==> src/sod_defines.svh <==
// constants for the strap option decoder
`ifndef SOD_DEFINES_SVH
`define SOD_DEFINES_SVH
`define SOD_CLK_MHZ 40
`define SOD_PRIO_UNIT_US 146
`define SOD_PRIO_UNIT_CYC (`SOD_PRIO_UNIT_US * `SOD_CLK_MHZ)
`define SOD_PRIO_CNT_W 13
`define SOD_INIT_SOURCE_SELECT_BIT 9
`define SOD_ERRHALT_BIT 12
`define SOD_TOP_ID_MAX 5'h1F
`define SOD_FIRST_ID 5'h01
`define SOD_DIV_BASE 9'h008
`define SOD_RATE_FAST 3'h0
`define SOD_RATE_RSVD 3'h6
`define SOD_PAGE_BASE 9'h100
`define SOD_NODE_BASE 6'h04
`define SOD_BUF_BYTES 16'h0400
`endif

==> src/sod_pkg.sv <==
// types shared by the strap option decoder modules
package sod_pkg;
  typedef struct packed {
    logic standalone_n;
    logic mux_n;
    logic ale_pol;
    logic cpu_style;
    logic wide;
    logic swap;
    logic strobe_pol;
    logic late_wr;
    logic late_rd;
    logic carry3;
    logic carry0;
    logic [1:0] page;
    logic [4:0] top_id;
    logic [4:0] own_id;
    logic diag_n;
    logic [2:0] rate;
    logic bypass_n;
    logic hub_n;
    logic optical_n;
    logic tx_pol;
    logic scm4;
  } sod_strap_s;
  typedef struct packed {
    logic cs_n;
    logic wr_n;
    logic rd_n;
    logic ale;
    logic [5:0] addr;
    logic [5:0] data;
    logic rx2;
  } sod_live_s;
endpackage

==> src/sod_cfg_if.sv <==
// carrier between strap sampler, host strobe decoder and top
`timescale 1ns/1ps
`default_nettype none
interface sod_cfg_if;
  import sod_pkg::*;
  sod_strap_s strap;
  sod_live_s live;
  logic cfg_valid;
  logic host_en, mux_en, ale_pol, cpu_style, strobe_pol, wide16, swap, late_rd;
  logic host_wr, host_rd, hi_lane;
  logic [5:0] host_addr;
  modport sampler(output strap, live, cfg_valid);
  modport host(input live, host_en, mux_en, ale_pol, cpu_style, strobe_pol, wide16, swap,
    late_rd, output host_wr, host_rd, hi_lane, host_addr);
  modport top(input strap, live, cfg_valid, host_wr, host_rd, hi_lane, host_addr,
    output host_en, mux_en, ale_pol, cpu_style, strobe_pol, wide16, swap, late_rd);
endinterface
`default_nettype wire

==> src/sod_host_strobe.sv <==
// host bus strobe, address latch and byte lane decode
`timescale 1ns/1ps
`default_nettype none
module sod_host_strobe (
  input wire logic clk_in,
  input wire logic resetn_in,
  sod_cfg_if.host bus
);
  logic ds_act, wr_act, rd_act, ale_edge;
  logic [5:0] a_raw;
  logic wr_q, rd_q, rd_pend_q, ale_q;
  logic [5:0] lat_q;
  assign ds_act = bus.strobe_pol ? ~bus.live.rd_n : bus.live.rd_n;
  // in data strobe style the write pin carries the direction
  assign wr_act = bus.host_en & ~bus.live.cs_n &
    (bus.cpu_style ? (ds_act & ~bus.live.wr_n) : ~bus.live.wr_n);
  assign rd_act = bus.host_en & ~bus.live.cs_n &
    (bus.cpu_style ? (ds_act & bus.live.wr_n) : ~bus.live.rd_n);
  assign ale_edge = bus.ale_pol ? (ale_q & ~bus.live.ale) : (~ale_q & bus.live.ale);
  assign a_raw = bus.mux_en ? lat_q : bus.live.addr;
  always_ff @(posedge clk_in or negedge resetn_in) begin
    if (!resetn_in) begin
      ale_q <= 1'b0;
      lat_q <= 6'h00;
    end else begin
      ale_q <= bus.live.ale;
      if (bus.mux_en && ale_edge) begin
        lat_q <= bus.live.data;
      end
    end
  end
  // write taken at the end of the access, whichever of select or strobe ends first
  always_ff @(posedge clk_in or negedge resetn_in) begin
    if (!resetn_in) begin
      wr_q <= 1'b0;
      rd_q <= 1'b0;
      rd_pend_q <= 1'b0;
      bus.host_wr <= 1'b0;
      bus.host_rd <= 1'b0;
      bus.host_addr <= 6'h00;
      bus.hi_lane <= 1'b0;
    end else begin
      wr_q <= wr_act;
      rd_q <= rd_act;
      bus.host_wr <= wr_q & ~wr_act;
      rd_pend_q <= rd_act & ~rd_q & ~bus.late_rd;
      // hosts without late address timing get one more cycle before the read is taken
      bus.host_rd <= bus.late_rd ? (rd_act & ~rd_q) : rd_pend_q;
      bus.host_addr <= bus.wide16 ? {a_raw[5:1], 1'b0} : a_raw;
      bus.hi_lane <= ~bus.wide16 & (a_raw[0] ^ bus.swap);
    end
  end
endmodule
`default_nettype wire

==> src/sod_strap_decoder.sv <==
// strap option decoder top: strap capture, option decode, node and rate logic
//
// Overview of operation
// - peripheral mode, mux strap low puts address on data bits 5..0.
// - multiplexed bus latches address on latch strobe edge chosen by polarity strap.
// - standalone mode reads mux, style, wide, byte order, chip select straps as master id bits.
// - style strap high uses data strobe plus direction, low separate strobes.
// - wide strap picks 16-bit bus with address bit 0 forced zero.
// - byte order strap low maps low byte to even addresses.
// - peripheral mode, polarity strap high makes data strobe active low.
// - standalone, polarity strap is error halt; corrected error stops reception.
// - page codes give 256/128/64/32 byte pages, 3/7/15/31 nodes.
// - init source bit 9 picks page, top id, prescaler from straps or inputs.
// - own node id source follows the same init source bit.
// - diagnostic strap low forces top node id to its largest value.
// - token passes only up to top id; top id node starts it.
// - priority timer lasts (top minus own) times 146 us, halved at fastest rate.
// - prescale codes 000..101 divide clock by 8..256; 110 and 111 reserved.
// - standalone, four carry digit straps give the time carry digit.
// - line code bypass strap low selects return-to-zero interface.
// - hub strap low enables hub and second port; high ignores port two.
// - optical strap low adds pulses to transmit enables; polarity strap chosen.
`timescale 1ns/1ps
`default_nettype none
`include "sod_defines.svh"
module sod_strap_decoder
  import sod_pkg::*;
#(
  parameter int unsigned PRIO_UNIT_CYC = `SOD_PRIO_UNIT_CYC
) (
  input wire logic clk_in,
  input wire logic resetn_in,
  input wire logic standalone_select_n_in,
  input wire logic addr_mux_select_n_in,
  input wire logic latch_edge_polarity_in,
  input wire logic cpu_style_select_in,
  input wire logic wide_bus_select_in,
  input wire logic byte_order_select_in,
  input wire logic strobe_polarity_select_in,
  input wire logic late_write_timing_select_in,
  input wire logic late_read_timing_select_in,
  input wire logic carry_digit3_in,
  input wire logic carry_digit0_in,
  input wire logic [1:0] page_size_select_in,
  input wire logic [4:0] top_node_id_in,
  input wire logic [4:0] own_node_id_in,
  input wire logic diagnostic_select_n_in,
  input wire logic [2:0] rate_prescale_select_in,
  input wire logic line_code_bypass_n_in,
  input wire logic hub_enable_n_in,
  input wire logic optical_mode_select_n_in,
  input wire logic tx_enable_polarity_in,
  input wire logic chip_select_n_in,
  input wire logic write_strobe_n_in,
  input wire logic read_strobe_n_in,
  input wire logic ale_in,
  input wire logic [5:0] addr_in,
  input wire logic [5:0] data_in,
  input wire logic port2_rx_in,
  input wire logic [15:0] reg_mode_in,
  input wire logic [1:0] reg_page_size_in,
  input wire logic [4:0] reg_top_node_id_in,
  input wire logic [4:0] reg_own_node_id_in,
  input wire logic [2:0] reg_rate_prescale_in,
  input wire logic reconfig_start_in,
  input wire logic tx_request_in,
  input wire logic tx_pulse_in,
  input wire logic line_error_corrected_in,
  output logic cfg_valid_out,
  output logic standalone_out,
  output logic [4:0] clock_master_id_out,
  output logic late_write_timing_out,
  output logic error_halt_mode_out,
  output logic [8:0] page_size_bytes_out,
  output logic [4:0] max_nodes_out,
  output logic [4:0] top_node_id_out,
  output logic [4:0] own_node_id_out,
  output logic node_id_valid_out,
  output logic token_initiator_out,
  output logic [4:0] next_node_id_out,
  output logic [8:0] prescale_div_out,
  output logic rate_reserved_out,
  output logic rate_tick_out,
  output logic reconfig_busy_out,
  output logic reconfig_timeout_out,
  output logic [3:0] carry_digit_out,
  output logic line_code_bypass_out,
  output logic hub_on_out,
  output logic port2_rx_out,
  output logic port1_tx_enable_out,
  output logic port2_tx_enable_out,
  output logic rx_stop_out,
  output logic host_write_out,
  output logic host_read_out,
  output logic [5:0] host_addr_out,
  output logic host_hi_lane_out
);
  // ****************************************
  // strap capture and host strobe decode
  // ****************************************
  sod_cfg_if bus();
  sod_strap_s pins;
  sod_strap_s s;
  sod_live_s live;
  assign pins = '{standalone_n: standalone_select_n_in, mux_n: addr_mux_select_n_in,
    ale_pol: latch_edge_polarity_in, cpu_style: cpu_style_select_in,
    wide: wide_bus_select_in, swap: byte_order_select_in,
    strobe_pol: strobe_polarity_select_in, late_wr: late_write_timing_select_in,
    late_rd: late_read_timing_select_in, carry3: carry_digit3_in,
    carry0: carry_digit0_in, page: page_size_select_in, top_id: top_node_id_in,
    own_id: own_node_id_in, diag_n: diagnostic_select_n_in,
    rate: rate_prescale_select_in, bypass_n: line_code_bypass_n_in,
    hub_n: hub_enable_n_in, optical_n: optical_mode_select_n_in,
    tx_pol: tx_enable_polarity_in, scm4: chip_select_n_in};
  assign live = '{cs_n: chip_select_n_in, wr_n: write_strobe_n_in,
    rd_n: read_strobe_n_in, ale: ale_in, addr: addr_in, data: data_in,
    rx2: port2_rx_in};
  sod_strap_sampler u_sampler (
    .clk_in(clk_in),
    .resetn_in(resetn_in),
    .strap_pins_in(pins),
    .live_pins_in(live),
    .bus(bus.sampler)
  );
  sod_host_strobe u_host (
    .clk_in(clk_in),
    .resetn_in(resetn_in),
    .bus(bus.host)
  );
  assign s = bus.strap;

  // ****************************************
  // option source selection
  // ****************************************
  logic init_reg, stand, fast;
  logic [1:0] ps_sel;
  logic [2:0] rate_sel;
  logic [4:0] top_src, top_eff, own_sel, diff;
  logic [8:0] div_sel;
  assign init_reg = reg_mode_in[`SOD_INIT_SOURCE_SELECT_BIT];
  assign stand = ~s.standalone_n;
  assign ps_sel = init_reg ? reg_page_size_in : s.page;
  assign rate_sel = init_reg ? reg_rate_prescale_in : s.rate;
  assign top_src = init_reg ? reg_top_node_id_in : s.top_id;
  assign top_eff = s.diag_n ? top_src : `SOD_TOP_ID_MAX;
  assign own_sel = init_reg ? reg_own_node_id_in : s.own_id;
  assign div_sel = `SOD_DIV_BASE << rate_sel;
  assign fast = (rate_sel == `SOD_RATE_FAST);
  assign diff = (own_sel <= top_eff) ? top_eff - own_sel : 5'h00;

  // host side options; standalone mode keeps the host decoder idle
  assign bus.host_en = bus.cfg_valid & ~stand;
  assign bus.mux_en = ~s.mux_n;
  assign bus.ale_pol = s.ale_pol;
  assign bus.cpu_style = s.cpu_style;
  assign bus.strobe_pol = s.strobe_pol;
  assign bus.wide16 = s.wide;
  assign bus.swap = s.swap;
  assign bus.late_rd = s.late_rd;

  // ****************************************
  // decoded mode outputs
  // ****************************************
  always_ff @(posedge clk_in or negedge resetn_in) begin
    if (!resetn_in) begin
      cfg_valid_out <= 1'b0;
      standalone_out <= 1'b0;
      clock_master_id_out <= 5'h00;
      late_write_timing_out <= 1'b0;
      error_halt_mode_out <= 1'b0;
      carry_digit_out <= 4'h0;
      line_code_bypass_out <= 1'b0;
      hub_on_out <= 1'b0;
    end else if (bus.cfg_valid) begin
      cfg_valid_out <= 1'b1;
      standalone_out <= stand;
      clock_master_id_out <= stand ? {s.scm4, s.swap, s.wide, s.cpu_style, s.mux_n}
        : 5'h00;
      late_write_timing_out <= s.late_wr;
      error_halt_mode_out <= stand ? s.strobe_pol : reg_mode_in[`SOD_ERRHALT_BIT];
      carry_digit_out <= stand ? {s.carry3, s.late_wr, s.late_rd, s.carry0} : 4'h0;
      line_code_bypass_out <= ~s.bypass_n;
      hub_on_out <= ~s.hub_n;
    end
  end

  // ****************************************
  // page, node and ring decode
  // ****************************************
  always_ff @(posedge clk_in or negedge resetn_in) begin
    if (!resetn_in) begin
      page_size_bytes_out <= 9'h000;
      max_nodes_out <= 5'h00;
      top_node_id_out <= 5'h00;
      own_node_id_out <= 5'h00;
      node_id_valid_out <= 1'b0;
      token_initiator_out <= 1'b0;
      next_node_id_out <= 5'h00;
      prescale_div_out <= 9'h000;
      rate_reserved_out <= 1'b0;
    end else if (bus.cfg_valid) begin
      page_size_bytes_out <= `SOD_PAGE_BASE >> ps_sel;
      max_nodes_out <= 5'((`SOD_NODE_BASE << ps_sel) - 6'h01);
      top_node_id_out <= top_eff;
      own_node_id_out <= own_sel;
      // invalid ids are flagged, not corrected
      node_id_valid_out <= (own_sel != 5'h00) && (own_sel <= top_eff);
      token_initiator_out <= (own_sel == top_eff);
      next_node_id_out <= (own_sel >= top_eff) ? `SOD_FIRST_ID : own_sel + 5'h01;
      rate_reserved_out <= (rate_sel >= `SOD_RATE_RSVD);
      prescale_div_out <= (rate_sel >= `SOD_RATE_RSVD) ? 9'h000 : div_sel;
    end
  end

  // ****************************************
  // bit rate tick
  // ****************************************
  logic [8:0] tick_cnt_q;
  always_ff @(posedge clk_in or negedge resetn_in) begin
    if (!resetn_in) begin
      tick_cnt_q <= 9'h000;
      rate_tick_out <= 1'b0;
    end else if (!bus.cfg_valid || rate_sel >= `SOD_RATE_RSVD) begin
      tick_cnt_q <= 9'h000;
      rate_tick_out <= 1'b0;
    end else if (tick_cnt_q >= div_sel - 9'h001) begin
      tick_cnt_q <= 9'h000;
      rate_tick_out <= 1'b1;
    end else begin
      tick_cnt_q <= tick_cnt_q + 9'h001;
      rate_tick_out <= 1'b0;
    end
  end

  // ****************************************
  // reconfiguration priority timer
  // ****************************************
  localparam int unsigned HALF_CYC = PRIO_UNIT_CYC / 2;
  logic [`SOD_PRIO_CNT_W-1:0] unit_len, unit_q;
  logic [4:0] mult_q;
  // the unit is fixed at start so a rate change mid-wait cannot stretch it
  logic [`SOD_PRIO_CNT_W-1:0] unit_len_q;
  assign unit_len = fast ? `SOD_PRIO_CNT_W'(HALF_CYC) : `SOD_PRIO_CNT_W'(PRIO_UNIT_CYC);
  always_ff @(posedge clk_in or negedge resetn_in) begin
    if (!resetn_in) begin
      reconfig_busy_out <= 1'b0;
      reconfig_timeout_out <= 1'b0;
      unit_q <= '0;
      unit_len_q <= '0;
      mult_q <= 5'h00;
    end else begin
      reconfig_timeout_out <= 1'b0;
      if (reconfig_start_in && bus.cfg_valid) begin
        reconfig_busy_out <= 1'b1;
        unit_q <= '0;
        unit_len_q <= unit_len;
        mult_q <= diff;
      end else if (reconfig_busy_out) begin
        if (mult_q == 5'h00) begin
          reconfig_busy_out <= 1'b0;
          reconfig_timeout_out <= 1'b1;
        end else if (unit_q == unit_len_q - 1'b1) begin
          unit_q <= '0;
          mult_q <= mult_q - 5'h01;
        end else begin
          unit_q <= unit_q + 1'b1;
        end
      end
    end
  end

  // ****************************************
  // line side: second port, transmit enables, receive halt
  // ****************************************
  logic en1, en2;
  // pulses ride on the enables only for a direct optical drive
  assign en1 = s.optical_n ? tx_request_in : tx_request_in & tx_pulse_in;
  assign en2 = en1 & ~s.hub_n;
  always_ff @(posedge clk_in or negedge resetn_in) begin
    if (!resetn_in) begin
      port2_rx_out <= 1'b1;
      port1_tx_enable_out <= 1'b0;
      port2_tx_enable_out <= 1'b0;
      rx_stop_out <= 1'b0;
    end else if (bus.cfg_valid) begin
      port2_rx_out <= s.hub_n | bus.live.rx2;
      port1_tx_enable_out <= s.tx_pol ? en1 : ~en1;
      port2_tx_enable_out <= s.tx_pol ? en2 : ~en2;
      rx_stop_out <= line_error_corrected_in & error_halt_mode_out;
    end
  end

  assign host_write_out = bus.host_wr;
  assign host_read_out = bus.host_rd;
  assign host_addr_out = bus.host_addr;
  assign host_hi_lane_out = bus.hi_lane;

  logic [17:0] prio_seen_q, prio_exp_q;
  always_ff @(posedge clk_in or negedge resetn_in) begin
    if (!resetn_in) begin
      prio_seen_q <= '0;
      prio_exp_q <= '0;
    end else if (reconfig_start_in && bus.cfg_valid) begin
      prio_seen_q <= '0;
      prio_exp_q <= 18'(diff) * 18'(unit_len) + 18'h00001;
    end else if (reconfig_busy_out) begin
      prio_seen_q <= prio_seen_q + 18'h00001;
    end
  end
endmodule
`default_nettype wire

==> src/sod_strap_sampler.sv <==
// pin synchronisers and one-time strap capture
`timescale 1ns/1ps
`default_nettype none
module sod_strap_sampler
  import sod_pkg::*;
(
  input wire logic clk_in,
  input wire logic resetn_in,
  input wire sod_strap_s strap_pins_in,
  input wire sod_live_s live_pins_in,
  sod_cfg_if.sampler bus
);
  sod_strap_s s1_q, s2_q;
  sod_live_s l1_q, l2_q;
  logic loaded_q;
  // idle pin levels, so no strobe or latch edge is seen as reset lifts
  localparam sod_live_s LIVE_IDLE = '{cs_n: 1'b1, wr_n: 1'b1, rd_n: 1'b1, ale: 1'b0,
    addr: 6'h00, data: 6'h00, rx2: 1'b1};
  // no reset here so the chain tracks the straps while reset is held
  always_ff @(posedge clk_in) begin
    s1_q <= strap_pins_in;
    s2_q <= s1_q;
  end
  always_ff @(posedge clk_in or negedge resetn_in) begin
    if (!resetn_in) begin
      l1_q <= LIVE_IDLE;
      l2_q <= LIVE_IDLE;
    end else begin
      l1_q <= live_pins_in;
      l2_q <= l1_q;
    end
  end
  // straps taken once, at the first edge after release
  always_ff @(posedge clk_in or negedge resetn_in) begin
    if (!resetn_in) begin
      bus.strap <= '0;
      loaded_q <= 1'b0;
    end else if (!loaded_q) begin
      bus.strap <= s2_q;
      loaded_q <= 1'b1;
    end
  end
  assign bus.cfg_valid = loaded_q;
  assign bus.live = l2_q;
endmodule
`default_nettype wire

==> config.mk <==
export PLATFORM = sky130hd
export DESIGN_NAME = sod_strap_decoder
export DESIGN_NICKNAME = d
export VERILOG_FILES = /design/src/sod_pkg.sv /design/src/sod_cfg_if.sv /design/src/sod_host_strobe.sv /design/src/sod_strap_decoder.sv /design/src/sod_strap_sampler.sv
export VERILOG_INCLUDE_DIRS = /design/src /design/src/src
export SDC_FILE = /design/constraint.sdc
export NUM_CORES = 1
export LEC_CHECK = 0
export BUFFER_PORTS_ARGS = -buffer_cell sky130_fd_sc_hd__buf_2
export CAP_MARGIN = 20
export CORE_MARGIN = 2
export CORE_UTILIZATION = 40
export DETAILED_ROUTE_END_ITERATION = 8
export PLACE_DENSITY = 0.63
export SYNTH_ARGS = -nofsm -noshare
export SYNTH_HDL_FRONTEND = slang
export SYNTH_SLANG_ARGS = --single-unit
==> constraint.sdc <==
create_clock -name clk_in -period 3.41 [get_ports clk_in]
set_input_delay 0.682 -clock clk_in [delete_from_list [all_inputs] [get_ports clk_in]]
set_output_delay 0.682 -clock clk_in [all_outputs]
set_load 0.1 [all_outputs]
# Word level (Yosys, flattened, before mapping)
# Cells that the tools add are included.
# totals
elab_cells	217
ff_bits	253
output_inout_bits	72
in_bits	85
# op_classes
magnitude_cmp	4
n_reduce_logical	12
n_addsub	8
n_eq_ne	3
n_mux	40
n_shift	3
n_bitwise	32
# ops
operator	count
$mux 13	5
$mux 5	10
$mux 9	3
$mux 1	18
$and 1x1->1	15
$not 1->1	15
$add 13x1->13 const B	1
$eq 13x13->1	1
$sub 13x1->13 const B	1
$sub 5x1->5 const B	2
$add 9x1->9 const B	1
$ge 9x9->1	1
$shl 4x3->9 const A	1
$shr 9x2->9 const A	1
$sub 9x1->9 const B	1
$mux 6	1
$add 5x1->5 const B	1
$eq 5x5->1	1
$ge 5x5->1	1
$le 5x5->1	1
$logic_not 5->1	1
$reduce_bool 5->1	1
$shl 3x2->5 const A	1
$sub 5x5->5	1
other kinds (14)	17

# Longest topological paths before layout
# Gate-level depths: netlist of run 1.
# depth
word_depth	7
ltp_mapped	16
depth_no_buf	13

# By module
# From an unflattened synthesis of run 1, not the netlist that was laid out.
# hier_totals
cells_unflattened	665
area_unflattened_um2	8670.8
# by_module_without_submodules
module	area_each_um2	seq_area_each_um2	cells_each	instances
sod_strap_decoder	4403.0	2053.2	447	1
sod_strap_sampler	3515.9	2967.8	168	1
sod_host_strobe	752.0	475.5	50	1

# Worst setup path after synthesis of run 1
# No wires, ideal clock.
# synth_path
kind	input to register
start	input reg_mode_in[9]
end	register tick_cnt_q[2]
setup_time_ns	0.072
path_slack_ns	0.253
n_path_buf	3
required_ns	3.338
cell_stages	16
arrival_ns	3.085
path_cell_list	buf_2 -> buf_2 -> nor3_1 -> a21oi_1 -> nor2_1 -> inv_1 -> ha_1 -> xnor2_1 -> ha_1 -> a21o_1 -> a21o_1 -> a21oi_1 -> o21ai_0 -> or2_2 -> clkbuf_1 -> nor2_1
# synth_via
elab_chain_len	6
word_cells_on_any_way	8
classes_between	1 x add/sub; 2 x order compare; 1 x shift; 3 x mux; 1 x reduce/logical
# synth_lines
item	line_no	text
from (decl)	sod_strap_decoder.sv:60	input wire logic [15:0] reg_mode_in,
$mux 3 (*)	sod_strap_decoder.sv:143	assign rate_sel = init_reg ? reg_rate_prescale_in : s.rate;
$shl 4x3->9 (no source line)	-	
$sub 9x1->9	sod_strap_decoder.sv:226	end else if (tick_cnt_q >= div_sel - 9'h001) begin
$ge 9x9->1	sod_strap_decoder.sv:226	
$mux 9	sod_strap_decoder.sv:226	
$mux 9 (*)	sod_strap_decoder.sv:223	end else if (!bus.cfg_valid || rate_sel >= `SOD_RATE_RSVD) begin
to (signal assigned)	sod_strap_decoder.sv:230	tick_cnt_q <= tick_cnt_q + 9'h001;
to (decl)	sod_strap_decoder.sv:218	logic [8:0] tick_cnt_q;
# Mark *: on every way between the ends. The rest lies on a longest branch, timed or not.
# A chain may end at the register's enable or synchronous reset.

# Worst setup path in the final report of run 1
# layout_path
start	input reg_mode_in[9]
end	register tick_cnt_q[4]
# The elaborated chain is that of the path after synthesis.

==> results of run 1 <==
-- report_power, final --
group / switching, mW / total (mW) / internal [mW]
logic: 1.24 / 1.63 / 0.391
clock network: 1.03 / 2.81 / 1.78
registers: 0.174 / 3.19 / 3.02
total: 2.45 / 7.64 / 5.19
-- cell usage after synthesis (7+ instances only) --
cell type | n | share of area (%)
mux2i_1 | 14 | 1.7
ha_1 | 21 | 3.1
xor2_1 | 19 | 2.0
nand3_1 | 16 | 0.95
nor2_1 | 58 | 2.6
a21oi_1 | 25 | 1.5
o21ai_0 | 20 | 1.2
dfxtp_1 | 64 | 15
nand2_1 | 42 | 1.9
dfstp_2 | 9 | 2.8
dfrtp_1 | 159 | 47
mux2_2 | 48 | 6.4
inv_1 | 26 | 1.2
buf_4 | 11 | 0.98
o2bb2ai_1 | 10 | 1.0
clkbuf_1 | 15 | 0.67
nor3_1 | 7 | 0.41
a22o_1 | 11 | 1.1
xnor2_1 | 14 | 1.5
-- worst max-delay path, cell delays in order --
cell	delay [ns]
buf_2	0.23
mux2_2	0.42
nor2_1	0.16
inv_1	0.06
ha_1	0.20
xnor2_1	0.13
ha_1	0.18
a21o_1	0.17
a21o_1	0.17
a21oi_1	0.12
o21ai_0	0.10
or2_2	0.37
nor2_1	0.14
-- cell families (layout without fill, tap and decap cells) --
| group | Yosys count | count (layout) | share of synthesized area, % |
|---|---|---|---|
| flip-flops | 232 | 232 | 65.1 |
| AND/OR/NAND/NOR | 159 | 159 | 8.77 |
| buffers and inverters | 61 | 218 | 3.38 |
| AO/OA/AOI/OAI | 98 | 98 | 7.81 |
| multiplexers | 62 | 62 | 8.06 |
| other | 2 | 10 | 0.0890 |
| XOR/XNOR | 33 | 33 | 3.42 |
| adder cells (fa/ha/maj) | 22 | 22 | 3.35 |
-- flip-flops by register name, summed over array words and instances (netlist names), 5 cells and up --
name / cells
clock_master_id_out: 5
mult_q: 5
next_node_id_out: 5
own_node_id_out: 5
prescale_div_out: 6
tick_cnt_q: 9
top_node_id_out: 5
u_host.bus.host_addr: 6
u_host.lat_q: 6
u_sampler.bus.live: 17
u_sampler.bus.strap: 32
u_sampler.l1_q: 17
u_sampler.s1_q: 32
u_sampler.s2_q: 32
unit_q: 13
-- routing by layer --
layer,track usage (%),vias to the layer above,routed length [µm]
met2,23.1,134,7230
met1,20.9,2522,7560
met3,4.65,23,1230
li1,-,2553,-
met4,4.19,0,313
met5,0,-,0
-- path summary, 6_finish.rpt --
check                                  startpoint                 end  slack [ns]  cells past startpoint
setup / recovery                   reg_mode_in[9]       tick_cnt_q[4]        0.72                     13
hold / removal                          resetn_in  own_node_id_out[2]        0.19                      1
setup reg to reg           u_sampler.bus.strap[5]       tick_cnt_q[4]        0.78                     12
hold reg to reg                u_sampler.s1_q[12]  u_sampler.s2_q[12]        0.32                      0
max in group asynchronous               resetn_in  u_sampler.l1_q[15]        2.34                      2
min in group clk_in             top_node_id_in[4]  u_sampler.s1_q[18]        0.28                      1
-- cell type report --
| class | instances | area [µm²] | area share [%] |
|---|---|---|---|
| multi-input combinational | 383 | 2690 | 26.1 |
| tap | 275 | 344 | 3.34 |
| clock inverter | 7 | 87.6 | 0.850 |
| inverter | 27 | 101 | 0.983 |
| sequential | 232 | 5500 | 53.3 |
| timing repair buffer | 146 | 779 | 7.56 |
| clock buffer | 38 | 808 | 7.84 |
| antenna | 1 | 2.50 | 0.0243 |
==> results.json, run 1 <==
{
  "slew_viol_final": 0,
  "drv_cap": 0,
  "cp.arrival_ns": 3.13,
  "finalClockSkew_ns": 0.00845,
  "path_class": "in -> reg",
  "avgSynthCellArea_um2": 12.6,
  "power_density_nw_per_um2": 741,
  "vias": 5232,
  "synth-seq-cells": 232,
  "netlist_area_um2": 8440,
  "die_h_um": 149,
  "cts_buffers": 25,
  "instances_no_fill": 1109,
  "htreeDepth": 1,
  "dp_slack_ns": 0.220,
  "clk_path_buf_depth": 3,
  "grt-ovfl-total": 0,
  "final_common_cell": "dfrtp_1",
  "fp-row-count": 53,
  "finalPower_mw": 7.64,
  "fill_cells": 1891,
  "setup_violations": 0,
  "clkLatencyLatePin_ns": 0.51,
  "dp_hpwl_mm": 11.1,
  "fmax_ghz": 0.371,
  "outcome": "completed",
  "async_flop_share_pct": 72.4,
  "clkTransAtPathRegs_ns": 0.06,
  "drc": 0,
  "dpl.cell_count": 1063,
  "period_share_pct": 79.0,
  "p_leak_nw": 4.87,
  "grt.total_usage_pct": 15.1,
  "antenna_found_initial": 1,
  "synth_edf_count": 0,
  "final_antenna_net_count": 0,
  "cp_data_required_time_ns": 3.84,
  "setup.worst_path.start_class": "input pin",
  "final_cell_mix": "dfrtp_1, buf_2, dfxtp_1",
  "worstPathMaxFanout": 12,
  "finalSetupTns_ns": 0,
  "ir_drop_mv": 0.565,
  "portBuffers": 134,
  "syn_inst": 669,
  "place_congestion": 0.792,
  "synthFlopType": "dfrtp_1",
  "nets": 922,
  "worst_slack_ns": 0.716,
  "tritoncts": "yes",
  "initial_utilization_pct": 40.4,
  "first_global_vias": 5306,
  "wl_mm": 16.3,
  "syn2layout_area_growth_pct": 22.1,
  "ys_seq_area_share_pct": 65.1,
  "drive_above_1_share_pct": 30.1,
  "cts_sinks": 232,
  "synth_cell_type_count": 58,
  "cts_resized": 0,
  "viasPerCell": 4.72,
  "core_um2": 20900,
  "grt_pass1_wl_mm": 27.1,
  "num_io_pins": 157,
  "ys_warn_count": 0,
  "chipWidth_um": 149,
  "grt_max_degree": 71,
  "tightest_slew_ns": 0.739,
  "fin_util_pct": 49.4,
  "dpl_cell_area_um2": 9410,
  "hp-class": "in -> async",
  "hold_buffers": 0,
  "firstDrtPassIters": 4,
  "die-area_um2": 22300,
  "drt-initial-drc-count": 169,
  "min_period_ns": 2.69,
  "fin_area_um2": 10300,
  "avgRoutedWirePerCell_um": 14.7,
  "rsz0062_at_grt": "no",
  "hold_viol_final": 0,
  "cp-end-kind": "flip-flop",
  "cts_root_buf": "clkbuf_16",
  "hold_ws_ns": 0.192,
  "cts_setup_buffers": 0,
  "maxSlewHeadroom_pct": 50.8
}
No activity file was read; power rests on OpenSTA's default activity.
==> run 2, diff against run 1 <==
Clock period 3.41 ns to 2.5 ns, I/O delays scaled along.
==> results.json, run 2 (same netlist as run 1, synthesis figures left out) <==
{
  "outcome": "completed",
  "cts_root_buf": "clkbuf_16",
  "clkLatencyLatePin_ns": 0.52,
  "instances_no_fill": 1144,
  "drive_above_1_share_pct": 34.5,
  "worstHoldStart": "port2_rx_in",
  "dpl_cell_area_um2": 9710,
  "reg_top3": "u_sampler.bus.strap x32, u_sampler.s1_q x32, u_sampler.s2_q x32",
  "nets": 956,
  "tritoncts": "yes",
  "r2r.worst_path.cells": 11,
  "tightest_slew_ns": 0.656,
  "wl_mm": 16.8,
  "gr-usage-met1_pct": 20.8,
  "period_share_pct": 96.3,
  "multiInputGateArea_um2": 2770,
  "final_antenna_net_count": 0,
  "core_um2": 20900,
  "grt_pass1_wl_mm": 27.1,
  "syn2layout_area_growth_pct": 26.6,
  "grt-ovfl-total": 0,
  "viasPerCell": 4.69,
  "finalClockSkew_ns": 0.0169,
  "path_class": "reg -> reg",
  "whs_endpoint": "u_sampler.l1_q[0]",
  "hold_viol_final": 0,
  "drv_cap": 0,
  "grt.total_usage_pct": 15.2,
  "fmax_ghz": 0.415,
  "finalPower_mw": 10.6,
  "cp_data_required_time_ns": 2.95,
  "firstDrtPassIters": 4,
  "cp.arrival_ns": 2.85,
  "clkTransAtPathRegs_ns": 0.06,
  "antenna_found_initial": 4,
  "fin_util_pct": 51.1,
  "timing.rr.start": "u_sampler.bus.strap[6]",
  "p_leak_nw": 5.06,
  "cts_buffers": 24,
  "place_congestion": 0.773,
  "maxSlewHeadroom_pct": 56.1,
  "avgRoutedWirePerCell_um": 14.7,
  "setup_violations": 0,
  "die_h_um": 149,
  "portBuffers": 134,
  "initial_utilization_pct": 40.4,
  "hp-class": "in -> reg",
  "first_global_vias": 5276,
  "vias": 5371,
  "fill_cells": 1872,
  "drt-initial-drc-count": 264,
  "dp_hpwl_mm": 11.6,
  "final_cell_mix": "dfrtp_1, buf_2, dfxtp_1",
  "final_common_cell": "dfrtp_1",
  "die-area_um2": 22300,
  "num_io_pins": 157,
  "fin_area_um2": 10700,
  "chipWidth_um": 149,
  "min_period_ns": 2.41,
  "rsz0062_at_grt": "yes",
  "holdPathStages": 1,
  "grt_max_degree": 83,
  "busiest_layer": "met2",
  "cts_sinks": 232,
  "worstPathMaxFanout": 5,
  "finalSetupTns_ns": 0,
  "slew_viol_final": 0,
  "setup.worst_path.start_class": "flip-flop",
  "cp-end-kind": "flip-flop",
  "register_area_um2": 5500,
  "dpl.cell_count": 1094,
  "fp-row-count": 53,
  "power_density_nw_per_um2": 991,
  "drc": 0,
  "r2r-end": "tick_cnt_q[5]",
  "use_met3_pct": 4.37,
  "grt_util_met2_pct": 24.0,
  "ir_drop_mv": 0.641,
  "clk_path_buf_depth": 3,
  "rrSetupSlack_ns": 0.09,
  "htreeDepth": 1
}
## run 2: worst max-delay path by stage
stage                                 from             endpoint  slack, ns  depth (start not counted)
floorplan                   reg_mode_in[9]        tick_cnt_q[0]      -0.17                         14
global placement            reg_mode_in[9]        tick_cnt_q[0]      -0.17                         13
detailed placement          reg_mode_in[9]  next_node_id_out[0]      -0.24                         12
CTS                 u_sampler.bus.strap[5]        tick_cnt_q[0]       0.09                         14
global route        u_sampler.bus.strap[5]        tick_cnt_q[5]      -0.07                         14
finish              u_sampler.bus.strap[6]        tick_cnt_q[5]       0.09                         11
## run 2: layout make-up
class	instances	area share, %
Timing Repair Buffer	180	9.98
Clock inverter	17	2.44
Tap cell	275	3.22
Clock buffer	27	5.91
Antenna cell	2	0.0468
Sequential cell	232	51.5
Multi-Input combinational cell	384	26.0
Inverter	27	0.949
## run 2: critical path, stage by stage (launching register included)
cell and delay (ns):
dfrtp_2 0.40, o32a_1 0.36, nand2b_4 0.17, ha_4 0.17, xnor2_2 0.12, ha_2 0.18, a21o_1 0.15, a21o_1 0.16
a21oi_2 0.14, o21ai_2 0.08, or2_4 0.30, nor2_2 0.11
## run 2: power breakdown
group	switching, mW	total [mW]	internal [mW]
Combinational	1.73	2.34	0.614
Clock	1.46	3.91	2.45
Sequential	0.223	4.34	4.12
## run 2: metal layers
layer / wire, µm / part of all wire, % / vias up
li1: - / - / 2630
met1: 7690 / 46 / 2597
met2: 7730 / 46 / 113
met3: 1050 / 6.2 / 29
met4: 329 / 2.0 / 2
met5: 7 / 0.042 / -
## run 2: stage by stage
stage,hold WS [ns],setup WS [ns]
final,0.0710,0.0927
after global routing,0.0416,-0.0653
after CTS,0.0432,0.0908
after detailed placement,0.312,-0.238
after global placement,0.310,-0.175
after floorplan,0.204,-0.170
## run 2: repair_timing
action,CTS,global route
hold buffers,1,0
setup buffers,0,2
endpoints found under the hold margin,28,0
setup endpoints to repair,0,9
gates resized for setup,0,13
==> run 3, diff against run 2 <==
Settings changed: CORE_ASPECT_RATIO set to 0.6.
==> results.json, run 3 (same netlist as run 1, synthesis figures left out) <==
{
  "outcome": "completed",
  "tritoncts": "yes",
  "dp_slack_ns": -0.235,
  "min_period_ns": 2.43,
  "first_global_vias": 5291,
  "timing.rr.start": "u_sampler.bus.strap[5]",
  "finalClockSkew_ns": 0.0155,
  "final_cell_mix": "dfrtp_1, buf_2, dfxtp_1",
  "period_share_pct": 97.3,
  "final_antenna_net_count": 0,
  "crit_slowest_cell": "dfrtp_2",
  "avgRoutedWirePerCell_um": 15.2,
  "clk_path_buf_depth": 3,
  "fill_cells": 1875,
  "firstDrtPassIters": 6,
  "cp.arrival_ns": 2.87,
  "grt.total_usage_pct": 16.1,
  "hold_ws_ns": 0.0837,
  "antenna_found_initial": 1,
  "wl_met1_mm": 9.00,
  "finalSetupTns_ns": 0,
  "cpLargestDelayFamily": "compound AO/OA/AOI/OAI gates",
  "worstPathMaxFanout": 5,
  "path_cells": "inv_2 > o32a_1 > nand2b_4 > ha_4 > xnor2_2 > ha_2 > a21o_1 > a21o_1 > a21oi_2 > o21ai_2 > or2_4 > nor2_2",
  "worst_slack_ns": 0.0674,
  "wl_met2_mm": 6.98,
  "cp_data_required_time_ns": 2.94,
  "reg_top3": "u_sampler.bus.strap x32, u_sampler.s1_q x32, u_sampler.s2_q x32",
  "nets": 949,
  "drc": 0,
  "critical_path.max_stage_delay_ns": 0.41,
  "cp-end-kind": "flip-flop",
  "drt-initial-drc-count": 203,
  "portBuffers": 134,
  "power_density_nw_per_um2": 967,
  "setup.worst_path.start_class": "flip-flop",
  "cts_buffers": 22,
  "dr_wl_met3_um": 965,
  "grt-ovfl-total": 0,
  "die-area_um2": 22300,
  "num_io_pins": 157,
  "die_h_um": 117,
  "core_um2": 20900,
  "cp_common_cell": "a21o_1",
  "syn2layout_area_growth_pct": 24.5,
  "tightest_slew_ns": 0.684,
  "wl_mm": 17.3,
  "grt_max_degree": 60,
  "ir_drop_mv": 0.606,
  "clkTransAtPathRegs_ns": 0.07,
  "place_congestion": 0.793,
  "grt_pass1_wl_mm": 28.1,
  "vias": 5295,
  "cts_root_buf": "clkbuf_16",
  "clkLatencyLatePin_ns": 0.51,
  "hold_viol_final": 0,
  "chipWidth_um": 192,
  "fmax_ghz": 0.411,
  "fp-row-count": 41,
  "p_leak_nw": 4.99,
  "slew_viol_final": 0,
  "dr.max_layer_used": "met4",
  "viasPerCell": 4.65,
  "dp_hpwl_mm": 12.1,
  "drive_above_1_share_pct": 33.6,
  "worstHoldStart": "optical_mode_select_n_in",
  "htreeDepth": 1,
  "hp-class": "in -> reg",
  "finalPower_mw": 10.2,
  "crit_buf_inv": 1,
  "cts_sinks": 232,
  "fin_util_pct": 50.4,
  "setup_violations": 0,
  "final_common_cell": "dfrtp_1",
  "setup.worst_path.start": "u_sampler.bus.strap[5]",
  "path_class": "reg -> reg",
  "rsz0062_at_grt": "yes",
  "maxSlewHeadroom_pct": 54.2,
  "initial_utilization_pct": 40.4,
  "drv_cap": 0
}
run 3: cell count changes in the layout (fill, tap and decap cells not counted), moves of 2 or more:
cell,before,now
clkinv_8,0,2
buf_4,41,38
clkbuf_8,2,5
bufinv_16,6,2
nor2_1,52,55
nor2_2,5,2
clkinv_2,6,3
clkbuf_1,1,3
clkinv_1,3,0
run 3: path summary, 6_finish.rpt:
path | cells past startpoint | endpoint | slack, ns
max | 12 | tick_cnt_q[3] | 0.07
min | 1 | u_sampler.s1_q[2] | 0.08
max reg2reg | 12 | tick_cnt_q[3] | 0.07
min reg2reg | 0 | u_sampler.s2_q[0] | 0.33
max in group asynchronous | 3 | u_sampler.l1_q[14] | 1.19
min in group asynchronous | 2 | next_node_id_out[0] | 0.55
run 3: metrics by stage:
stage | instances | area [µm²]
after global routing | 1137 | 10500
after global placement | 1093 | 9670
after CTS | 1134 | 10500
after floorplan | 676 | 8540
final | 1138 | 10500
after detailed placement | 1093 | 9670
run 3: layout make-up:
class | count | area (µm²) | area share, %
sequential | 232 | 5500 | 52.3
clock inverter | 9 | 123 | 1.17
inverter | 27 | 101 | 0.964
antenna | 1 | 2.50 | 0.0238
tap | 279 | 349 | 3.32
clock buffer | 31 | 656 | 6.24
multi-input combinational | 384 | 2770 | 26.3
timing repair buffer | 175 | 1010 | 9.63
run 3: what timing repair did:
| item | in CTS | in global routing |
|---|---|---|
| endpoints found under the hold margin | 44 | 0 |
| setup buffers | 0 | 2 |
| setup endpoints to repair | 0 | 19 |
| gates resized for setup | 0 | 9 |
| hold buffers | 1 | 0 |
run 3: layer usage:
metal  vias to the layer above  global-route usage (%)
li1                       2617                       -
met1                      2522                    25.3
met2                       135                    22.6
met3                        21                    3.37
met4                         0                    3.59
met5                         -                       0
run 3: worst reg2reg max path: cells and delay by family, from the launching register on:
family | cells | cell delay (ns)
compound gates | 5 | 0.93
xor+xnor | 1 | 0.12
fa+ha+maj | 2 | 0.33
buf+inv | 1 | 0.04
flops | 1 | 0.41
simple gates | 3 | 0.54
run 3: report_power, final:
part / internal (mW) / switching [mW] / total (mW)
Sequential: 4.11 / 0.243 / 4.36
Clock: 2.06 / 1.43 / 3.49
Combinational: 0.599 / 1.72 / 2.32
